## src/logic/acp_pkg.sv

```systemverilog
// Constants and types shared by the converter control byte port
package acp_pkg;

  // ****************************************
  // Control byte layout
  // ****************************************
  localparam int unsigned CTRL_W        = 8;
  localparam int unsigned RES_W         = 10;
  localparam int unsigned POS_POWER_HI  = 7;
  localparam int unsigned POS_POWER_LO  = 6;
  localparam int unsigned POS_SAMPLE    = 5;
  localparam int unsigned POS_INPUT_REF = 4;
  localparam int unsigned POS_POLARITY  = 3;
  localparam int unsigned POS_CHAN_HI   = 2;
  localparam int unsigned POS_CHAN_LO   = 0;
  localparam int unsigned CHAN_W        = 3;
  localparam int unsigned LOW_BYTE_W    = 8;
  localparam int unsigned HIGH_BITS_W   = 2;

  // ****************************************
  // Reset values
  // ****************************************
  localparam logic [CTRL_W-1:0] CTRL_RST   = 8'h00;
  localparam logic [1:0]        POWER_RST  = 2'h3;
  localparam logic              CLK_INT_RST = 1'b0;

  // ****************************************
  // Timing
  // ****************************************
  localparam int unsigned MCLK_MHZ       = 40;
  localparam int unsigned CONV_TIME_NS   = 3600;
  localparam int unsigned ACQ_TIME_NS    = 1000;
  localparam int unsigned CONV_CYC       = CONV_TIME_NS * MCLK_MHZ / 1000;
  localparam int unsigned ACQ_CYC        = ACQ_TIME_NS * MCLK_MHZ / 1000;
  localparam int unsigned CONV_EDGES     = 13;
  localparam int unsigned ACQ_EDGES      = 3;
  localparam int unsigned CNT_W          = 8;

  typedef enum logic [1:0] {
    ACP_IDLE,
    ACP_ACQ_INT,
    ACP_ACQ_EXT,
    ACP_CONV
  } acp_state_e;

endpackage : acp_pkg

```

## src/logic/acp_port.sv

```systemverilog
// Control byte decoder and 8+2 parallel host port of a 10-bit converter
`timescale 1ns/1ps

module acp_port
  import acp_pkg::*;
#(
  parameter int unsigned CONV_CYCLES = acp_pkg::CONV_CYC,
  parameter int unsigned ACQ_CYCLES  = acp_pkg::ACQ_CYC
) (
  input  wire logic                        mclk,
  input  wire logic                        resetn,
  input  wire logic                        chip_select_n,
  input  wire logic                        store_strobe_n,
  input  wire logic                        fetch_strobe_n,
  input  wire logic                        upper_byte_select,
  input  wire logic                        conv_clk,
  input  wire logic [acp_pkg::CTRL_W-1:0]  data_in,
  input  wire logic [acp_pkg::RES_W-1:0]   sample_code,
  output logic      [acp_pkg::CTRL_W-1:0]  data_out,
  output logic                             data_oe_n,
  output logic                             done_flag_n,
  output logic      [1:0]                  power_mode,
  output logic                             clock_internal,
  output logic                             sample_window_sel,
  output logic                             input_ref_sel,
  output logic                             polarity_sel,
  output logic      [acp_pkg::CHAN_W-1:0]  chan_sel,
  output logic                             tracking,
  output logic                             converting
);
  import acp_pkg::*;

  // ****************************************
  // State
  // ****************************************
  typedef struct packed {
    acp_state_e          state;
    logic                store_prev_n;
    logic                fetch_prev_n;
    logic                conv_clk_prev;
    logic [CTRL_W-1:0]   latch;
    logic [CTRL_W-1:0]   ctrl;
    logic                clk_int;
    logic [CNT_W-1:0]    cnt;
    logic [RES_W-1:0]    result;
    logic                done_n;
    logic [CTRL_W-1:0]   dout;
    logic                doe_n;
    logic                trk;
    logic                cnv;
  } acp_regs_s;

  localparam acp_regs_s REGS_RST = '{
    state:         ACP_IDLE,
    store_prev_n:  1'b1,
    fetch_prev_n:  1'b1,
    conv_clk_prev: 1'b0,
    latch:         CTRL_RST,
    ctrl:          CTRL_RST,
    clk_int:       CLK_INT_RST,
    cnt:           '0,
    result:        '0,
    done_n:        1'b1,
    dout:          '0,
    doe_n:         1'b1,
    trk:           1'b0,
    cnv:           1'b0
  };

  acp_regs_s regs_ff;
  acp_regs_s nxt_regs;

  logic              commit;
  logic              read_start;
  logic              tick;
  logic              finish;
  logic              normal_op;
  logic [CNT_W-1:0]  acq_last;
  logic [CNT_W-1:0]  conv_last;

  always_comb begin
    // Strobes only count while selected
    commit     = !chip_select_n && store_strobe_n && !regs_ff.store_prev_n;
    read_start = !chip_select_n && !fetch_strobe_n && regs_ff.fetch_prev_n;
    normal_op  = regs_ff.latch[POS_POWER_HI];
    // Pin level never reaches timing in internal mode
    tick = regs_ff.clk_int ? 1'b1
         : (!chip_select_n && conv_clk && !regs_ff.conv_clk_prev);
    acq_last  = regs_ff.clk_int ? CNT_W'(ACQ_CYCLES - 1) : CNT_W'(ACQ_EDGES - 1);
    conv_last = regs_ff.clk_int ? CNT_W'(CONV_CYCLES - 1) : CNT_W'(CONV_EDGES - 1);
    finish = regs_ff.state == ACP_CONV && tick && regs_ff.cnt == conv_last;
  end

  // ****************************************
  // Next state
  // ****************************************
  always_comb begin
    nxt_regs = regs_ff;
    nxt_regs.store_prev_n  = chip_select_n | store_strobe_n;
    nxt_regs.fetch_prev_n  = chip_select_n | fetch_strobe_n;
    nxt_regs.conv_clk_prev = conv_clk;
    // Byte is held while the write strobe is low, committed on its rise
    if (!chip_select_n && !store_strobe_n) begin
      nxt_regs.latch = data_in;
    end
    if (tick) begin
      nxt_regs.cnt = regs_ff.cnt + CNT_W'(1);
    end
    case (regs_ff.state)
      ACP_ACQ_INT: begin
        if (tick && regs_ff.cnt == acq_last) begin
          nxt_regs.state = ACP_CONV;
          nxt_regs.cnt   = '0;
        end
      end
      ACP_CONV: begin
        if (finish) begin
          nxt_regs.state = ACP_IDLE;
          nxt_regs.done_n = 1'b0;
          // Raw code is offset binary; bipolar flips the sign bit
          nxt_regs.result = regs_ff.ctrl[POS_POLARITY] ? sample_code
                          : {~sample_code[RES_W-1], sample_code[RES_W-2:0]};
        end
      end
      default: begin
      end
    endcase
    if (read_start && !finish) begin
      nxt_regs.done_n = 1'b1;
    end
    if (commit) begin
      nxt_regs.ctrl   = regs_ff.latch;
      nxt_regs.cnt    = '0;
      nxt_regs.done_n = 1'b1;
      if (normal_op) begin
        nxt_regs.clk_int = !regs_ff.latch[POS_POWER_LO];
        if (regs_ff.latch[POS_SAMPLE]) begin
          nxt_regs.state = ACP_ACQ_EXT;
        end else if (regs_ff.state == ACP_ACQ_EXT) begin
          nxt_regs.state = ACP_CONV;
        end else begin
          nxt_regs.state = ACP_ACQ_INT;
        end
      end else begin
        // Power-down aborts work; clock mode left alone
        nxt_regs.state = ACP_IDLE;
      end
    end
    // Output stage: registered, one cycle behind the pins
    nxt_regs.doe_n = chip_select_n | fetch_strobe_n;
    if (upper_byte_select) begin
      nxt_regs.dout = {{(CTRL_W-HIGH_BITS_W){!regs_ff.ctrl[POS_POLARITY]
                        & regs_ff.result[RES_W-1]}},
                       regs_ff.result[RES_W-1:LOW_BYTE_W]};
    end else begin
      nxt_regs.dout = regs_ff.result[LOW_BYTE_W-1:0];
    end
    // Status registered so the pins never see decode glitches
    nxt_regs.trk = nxt_regs.state == ACP_ACQ_INT || nxt_regs.state == ACP_ACQ_EXT;
    nxt_regs.cnv = nxt_regs.state == ACP_CONV;
  end

  always_ff @(posedge mclk or negedge resetn) begin
    if (!resetn) begin
      regs_ff <= REGS_RST;
    end else begin
      regs_ff <= nxt_regs;
    end
  end

  // ****************************************
  // Outputs
  // ****************************************
  always_comb begin
    data_out          = regs_ff.dout;
    data_oe_n         = regs_ff.doe_n;
    done_flag_n       = regs_ff.done_n;
    power_mode        = regs_ff.ctrl[POS_POWER_HI:POS_POWER_LO];
    clock_internal    = regs_ff.clk_int;
    sample_window_sel = regs_ff.ctrl[POS_SAMPLE];
    input_ref_sel     = regs_ff.ctrl[POS_INPUT_REF];
    polarity_sel      = regs_ff.ctrl[POS_POLARITY];
    chan_sel          = regs_ff.ctrl[POS_CHAN_HI:POS_CHAN_LO];
    tracking          = regs_ff.trk;
    converting        = regs_ff.cnv;
  end

  // ****************************************
  // Assertions
  // ****************************************
  property p_clock_select;
    @(posedge mclk) disable iff (!resetn)
      commit && normal_op |=> clock_internal == !$past(regs_ff.latch[POS_POWER_LO]);
  endproperty
  a_clock_select: assert property (p_clock_select)
    else $error("clock mode not taken from written byte");

  property p_clock_kept;
    @(posedge mclk) disable iff (!resetn)
      commit && !normal_op |=> $stable(clock_internal) && !converting && !tracking;
  endproperty
  a_clock_kept: assert property (p_clock_kept)
    else $error("power-down byte altered clock mode or kept converting");

  property p_ext_acq;
    @(posedge mclk) disable iff (!resetn)
      commit && normal_op && regs_ff.latch[POS_SAMPLE] |=> tracking ##1 tracking;
  endproperty
  a_ext_acq: assert property (p_ext_acq)
    else $error("external acquisition did not hold tracking");

  property p_abort;
    @(posedge mclk) disable iff (!resetn)
      commit && converting && normal_op && !regs_ff.latch[POS_SAMPLE]
      |=> tracking && done_flag_n;
  endproperty
  a_abort: assert property (p_abort)
    else $error("write during conversion did not restart acquisition");

  property p_conv_bound;
    @(posedge mclk) disable iff (!resetn)
      converting |-> regs_ff.cnt <= conv_last;
  endproperty
  a_conv_bound: assert property (p_conv_bound)
    else $error("conversion ran past its cycle count");

  property p_done_cause;
    @(posedge mclk) disable iff (!resetn)
      $fell(done_flag_n) |-> $past(converting) && !converting;
  endproperty
  a_done_cause: assert property (p_done_cause)
    else $error("done flag fell without a finishing conversion");

  property p_float;
    @(posedge mclk) disable iff (!resetn)
      chip_select_n |=> data_oe_n;
  endproperty
  a_float: assert property (p_float)
    else $error("bus driven while deselected");

  property p_low_byte;
    @(posedge mclk) disable iff (!resetn)
      !chip_select_n && !fetch_strobe_n && !upper_byte_select
      |=> !data_oe_n && data_out == $past(regs_ff.result[LOW_BYTE_W-1:0]);
  endproperty
  a_low_byte: assert property (p_low_byte)
    else $error("low byte read returned wrong bits");

  property p_high_byte;
    @(posedge mclk) disable iff (!resetn)
      upper_byte_select |=> data_out[CTRL_W-1] ==
        (!$past(polarity_sel) && $past(regs_ff.result[RES_W-1]));
  endproperty
  a_high_byte: assert property (p_high_byte)
    else $error("upper lines not zero or sign copies");

  property p_coding;
    @(posedge mclk) disable iff (!resetn)
      finish |=> regs_ff.result[RES_W-1] ==
        ($past(sample_code[RES_W-1]) ^ !$past(polarity_sel));
  endproperty
  a_coding: assert property (p_coding)
    else $error("result coding does not follow range select");

endmodule : acp_port

```

## config.mk

```make
export PLATFORM = sky130hd
export DESIGN_NAME = acp_port
export DESIGN_NICKNAME = d
export VERILOG_FILES = /design/src/logic/acp_pkg.sv /design/src/logic/acp_port.sv
export SDC_FILE = /design/constraint.sdc
export NUM_CORES = 1
export LEC_CHECK = 0
export BUFFER_PORTS_ARGS = -buffer_cell sky130_fd_sc_hd__buf_4
export CAP_MARGIN = 20
export CELL_PAD_IN_SITES_DETAIL_PLACEMENT = 1
export CELL_PAD_IN_SITES_GLOBAL_PLACEMENT = 1
export CORE_ASPECT_RATIO = 0.75
export CORE_MARGIN = 2
export CORE_UTILIZATION = 42
export DETAILED_ROUTE_END_ITERATION = 10
export GPL_TIMING_DRIVEN = 0
export PLACE_DENSITY_LB_ADDON = 0.05
export SETUP_SLACK_MARGIN = 0.1
export SKIP_LAST_GASP = 1
export SLEW_MARGIN = 10
export SYNTH_ARGS = -nofsm -noshare
export SYNTH_HDL_FRONTEND = slang
export SYNTH_SLANG_ARGS = --single-unit
```

## constraint.sdc

```tcl
create_clock -name mclk -period 2.5 [get_ports mclk]
set_input_delay 0.375 -clock mclk [delete_from_list [all_inputs] [get_ports mclk]]
set_output_delay 0.375 -clock mclk [all_outputs]
set_load 0.01 [all_outputs]
```

==> results by stage <==
Synthesis:
- In this run the mean area of a mapped cell was 11.5 um2.
- Synthesis handed over a netlist of 194 instances.
- The async set-or-reset flop fraction in the synthesized netlist is 1.00.
- The primary flip-flop cell chosen by synthesis mapping is dfrtp_1.
- After synthesis the netlist holds a flip-flop and latch count of 51.
- Summing every instance area after synthesis gives 2240 um2.
- The post-synth net total is 221.
- The sequential element share of the synthesized area is 0.572.
- The count of synthesis-stage warnings from yosys is 0.
- The number of unique standard cell types used by synthesis is 37.
- Yosys mapped a number of flops with a built-in enable equal to 0.

Cells and area:
- The final layout contains 272 nets.
- The ratio of cells with drive above 1 in the final layout is 0.354.
- The layout overhead on the synthesized area is 22.4%.
- The antenna diode count is 0.
- Fill cells in the final layout number 554.

Worst setup path:
- The critical path startpoint category is a flop.
- The critical path capture point is tracking.
- The worst-path cell with the longest stage delay is nor3b_2.
- The worst path required time is 2680 ps.
- On the worst path, the slowest cell contributes a delay of 480 ps.
- The worst setup path is captured at a flop.
- The setup slack of the worst register-to-register path is 340 ps.
- The number of cells on the critical path is 5.
- The origin of the worst setup path is regs_ff[47].
- The critical path goes through nor3b_2 -> a21oi_1 -> or3_1 -> a31oi_1 -> ha_1.
- The reg-to-reg critical path startpoint is regs_ff[47].
- The worst-path maximum fanout is 9.
- The depth of the worst register-to-register path is 5.
- The family of cells with the greatest summed delay on the critical path is simple AND/OR/NAND/NOR gates.
- The buffering stage count on the worst path with inverters included is 0.
- The worst setup path is of the reg2reg kind.
- In this run the critical register-to-register path is captured at tracking.
- The arrival time of the worst setup path is 2340 ps.

CTS:
- The clock tree synthesis step divided the H-tree into 2 levels.
- The number of buffers added to fix hold violations after cts is 0.
- After clock tree synthesis, the clock-pin slew on the worst setup and hold paths is 90 ps.
- The clock tree from TritonCTS is built.
- After clock tree synthesis, the setup repair step added 0 buffers.
- After clock tree synthesis, the repair step resized 0 gates.
- The number of sinks handled by clock tree synthesis is 51.
- No sink is reached through more buffers than the 2 on the longest clock path.
- The clock latency on the worst-skew pair is 290 ps.
- Buffers inserted during clock tree synthesis total 5.
- The cell sitting at the root of the clock tree is a clkbuf_8.

Die:
- The number of cell rows is 22.
- From left edge to right edge, the die measures 88.3 um.
- The die covers 5940 um2.
- The effective utilization at floorplan is 0.447.
- The core region is 5010 um2.
- The boundary pin count is 46.
- The height of the die is 67.2 um.

Placed design:
- At the end of routability-driven placement, the weighted congestion stood at 0.810.
- In this run the tool buffered the top-level ports with 44 buffer cells.
- Detailed placement ended at an HPWL of 3.46 mm.

STA:
- The tightest hold path in the finished design has a slack of 83.4 ps.
- Static timing analysis puts the maximum clock frequency at 463 MHz.
- The accumulated negative setup slack is 0 ps.
- For the pin with the worst max-slew slack, the measured transition is 785 ps.
- The clock arrives with 6.24 ps of skew.
- Setup repair after global routing left no endpoint under its margin.
- The final count of pins violating max slew came to 0.
- The count of endpoints failing setup in the final report is 0.
- The hold violation count in the final report is 0.
- The clock period minus final worst setup slack is 2160 ps.
- In this run the tightest slew margin relative to its limit is 0.475.
- The final clock period utilization by the worst path is 0.864.

Power:
- In this run the static leakage power is 1.36 nW.
- For this design the ratio of total power to cell area is 730 nW/um2.
- The worst-case IR drop observed on VDD is 0.360 mV.

Route:
- The DRC marker count from the first detailed-route iteration is 52.
- The via count is 1570.
- The DRC violations left is 0.
- Dividing the detail-routed wire length by the instance count gives 14.7 um.
- The count of nets left with antenna violations once routing finished came out at 0.
- After detailed routing, the number of vias per cell comes to 4.94.
- The number of search-and-repair iterations in the first detailed-routing pass is 2.
- Summed over all layers, the routed wires come to 4.67 mm.

GRT:
- The first global-routing pass estimated 8.09 mm of wire.
- The number of antenna violations at the first check in global routing is 0.
- The total grt overflow is 0.
- Entering global routing, the biggest net connects 52 pins.
- The number of global-route vias before repair is 1696.
- In the global route stage, overall resource usage came out at 0.182.

Status:
- The run finished with clean final reports.

Worst hold path:
- The worst hold path belongs to the class in2async.

Flow run:
- The tool flagged a number of max-cap violations equal to 0.
where the power goes:
group | internal (mW) | switching, mW | leakage [nW] | total [mW]
Sequential | 0.952 | 0.115 | 0.659 | 1.07
Combinational | 0.244 | 0.247 | 0.661 | 0.491
Clock | 0.197 | 0.245 | 0.0422 | 0.441
registers in the layout, indices dropped and copies added (netlist names), 2 cells and up, named ones only:
signal,flops
regs_ff,28
chan_sel,3
data_out,8
power_mode,2
synth_stat cells, drive strengths merged (2+ instances only):
cell / count / share of area
nor3b: 2 / 0.0089
a21oi: 4 / 0.0089
dfstp: 3 / 0.035
nand2: 26 / 0.044
o21ai: 12 / 0.027
ha: 2 / 0.011
dfrtp: 48 / 0.54
nor2: 12 / 0.020
inv: 9 / 0.015
a21o: 2 / 0.0067
buf: 14 / 0.049
o211ai: 5 / 0.017
o2111ai: 2 / 0.0078
a31oi: 3 / 0.0084
mux2: 18 / 0.10
xor2: 8 / 0.031
or3: 2 / 0.0056
o31ai: 2 / 0.0089
clkbuf: 5 / 0.0084
and3: 2 / 0.0056
per-stage QoR:
step	instance area (um2)	instances	utilization	power, mW	worst slack (ps)
6_report	2740	318	0.547	2.00	340
3_5_place_dp	2660	310	0.531	1.58	201
3_3_place_gp	2660	310	0.531	1.54	238
2_1_floorplan	2240	194	-	1.36	575
4_1_cts	2740	318	0.547	2.03	306
5_1_grt	2740	318	0.547	2.14	171
kinds of logic after synthesis:
family | synth area share
compound gates | 0.0917
simple gates | 0.118
flops | 0.572
xor+xnor | 0.0313
buf+inv | 0.0721
fa+ha+maj | 0.0112
mux | 0.104
area by class of cell:
cell class	instances	area [um2]	share of cell area
Buffer	19	128	0.0466
Clock buffer	7	76.3	0.0279
Clock inverter	1	5.00	0.00183
Inverter	9	33.8	0.0123
Multi-Input combinational cell	115	797	0.291
Sequential cell	51	1280	0.467
Tap cell	72	90.1	0.0329
Timing Repair Buffer	44	330	0.121
worst min path at each step:
stage | start | to | slack [ps]
after floorplan | resetn | async pin | 80
after global placement | resetn | power_mode[0] | 430
after detailed placement | resetn | power_mode[0] | 440
after CTS | resetn | power_mode[0] | 110
after global routing | resetn | power_mode[0] | 110
final | resetn | power_mode[0] | 80
cells in the final DEF, fill, tap and decap left out, drive strengths merged, types with 2 or more instances in the layout:
master	Yosys	routed
mux2	18	18
a31oi	3	3
o21ai	12	12
a21oi	4	4
clkbuf	5	12
o2111ai	2	2
and3	2	2
nand2	26	26
nor3b	2	2
nor2	12	12
or3	2	2
ha	2	2
buf	14	58
o211ai	5	5
dfrtp	48	48
a21o	2	2
xor2	8	8
dfstp	3	3
o31ai	2	2
inv	9	9
layer usage:
layer	share of wire	track usage	up-vias
met4	0.0086	0.0473	0
li1	-	-	751
met2	0.49	0.305	29
met5	0	0	-
met1	0.46	0.236	785
met3	0.039	0.0477	5
No activity file was read; power rests on OpenSTA's default activity.
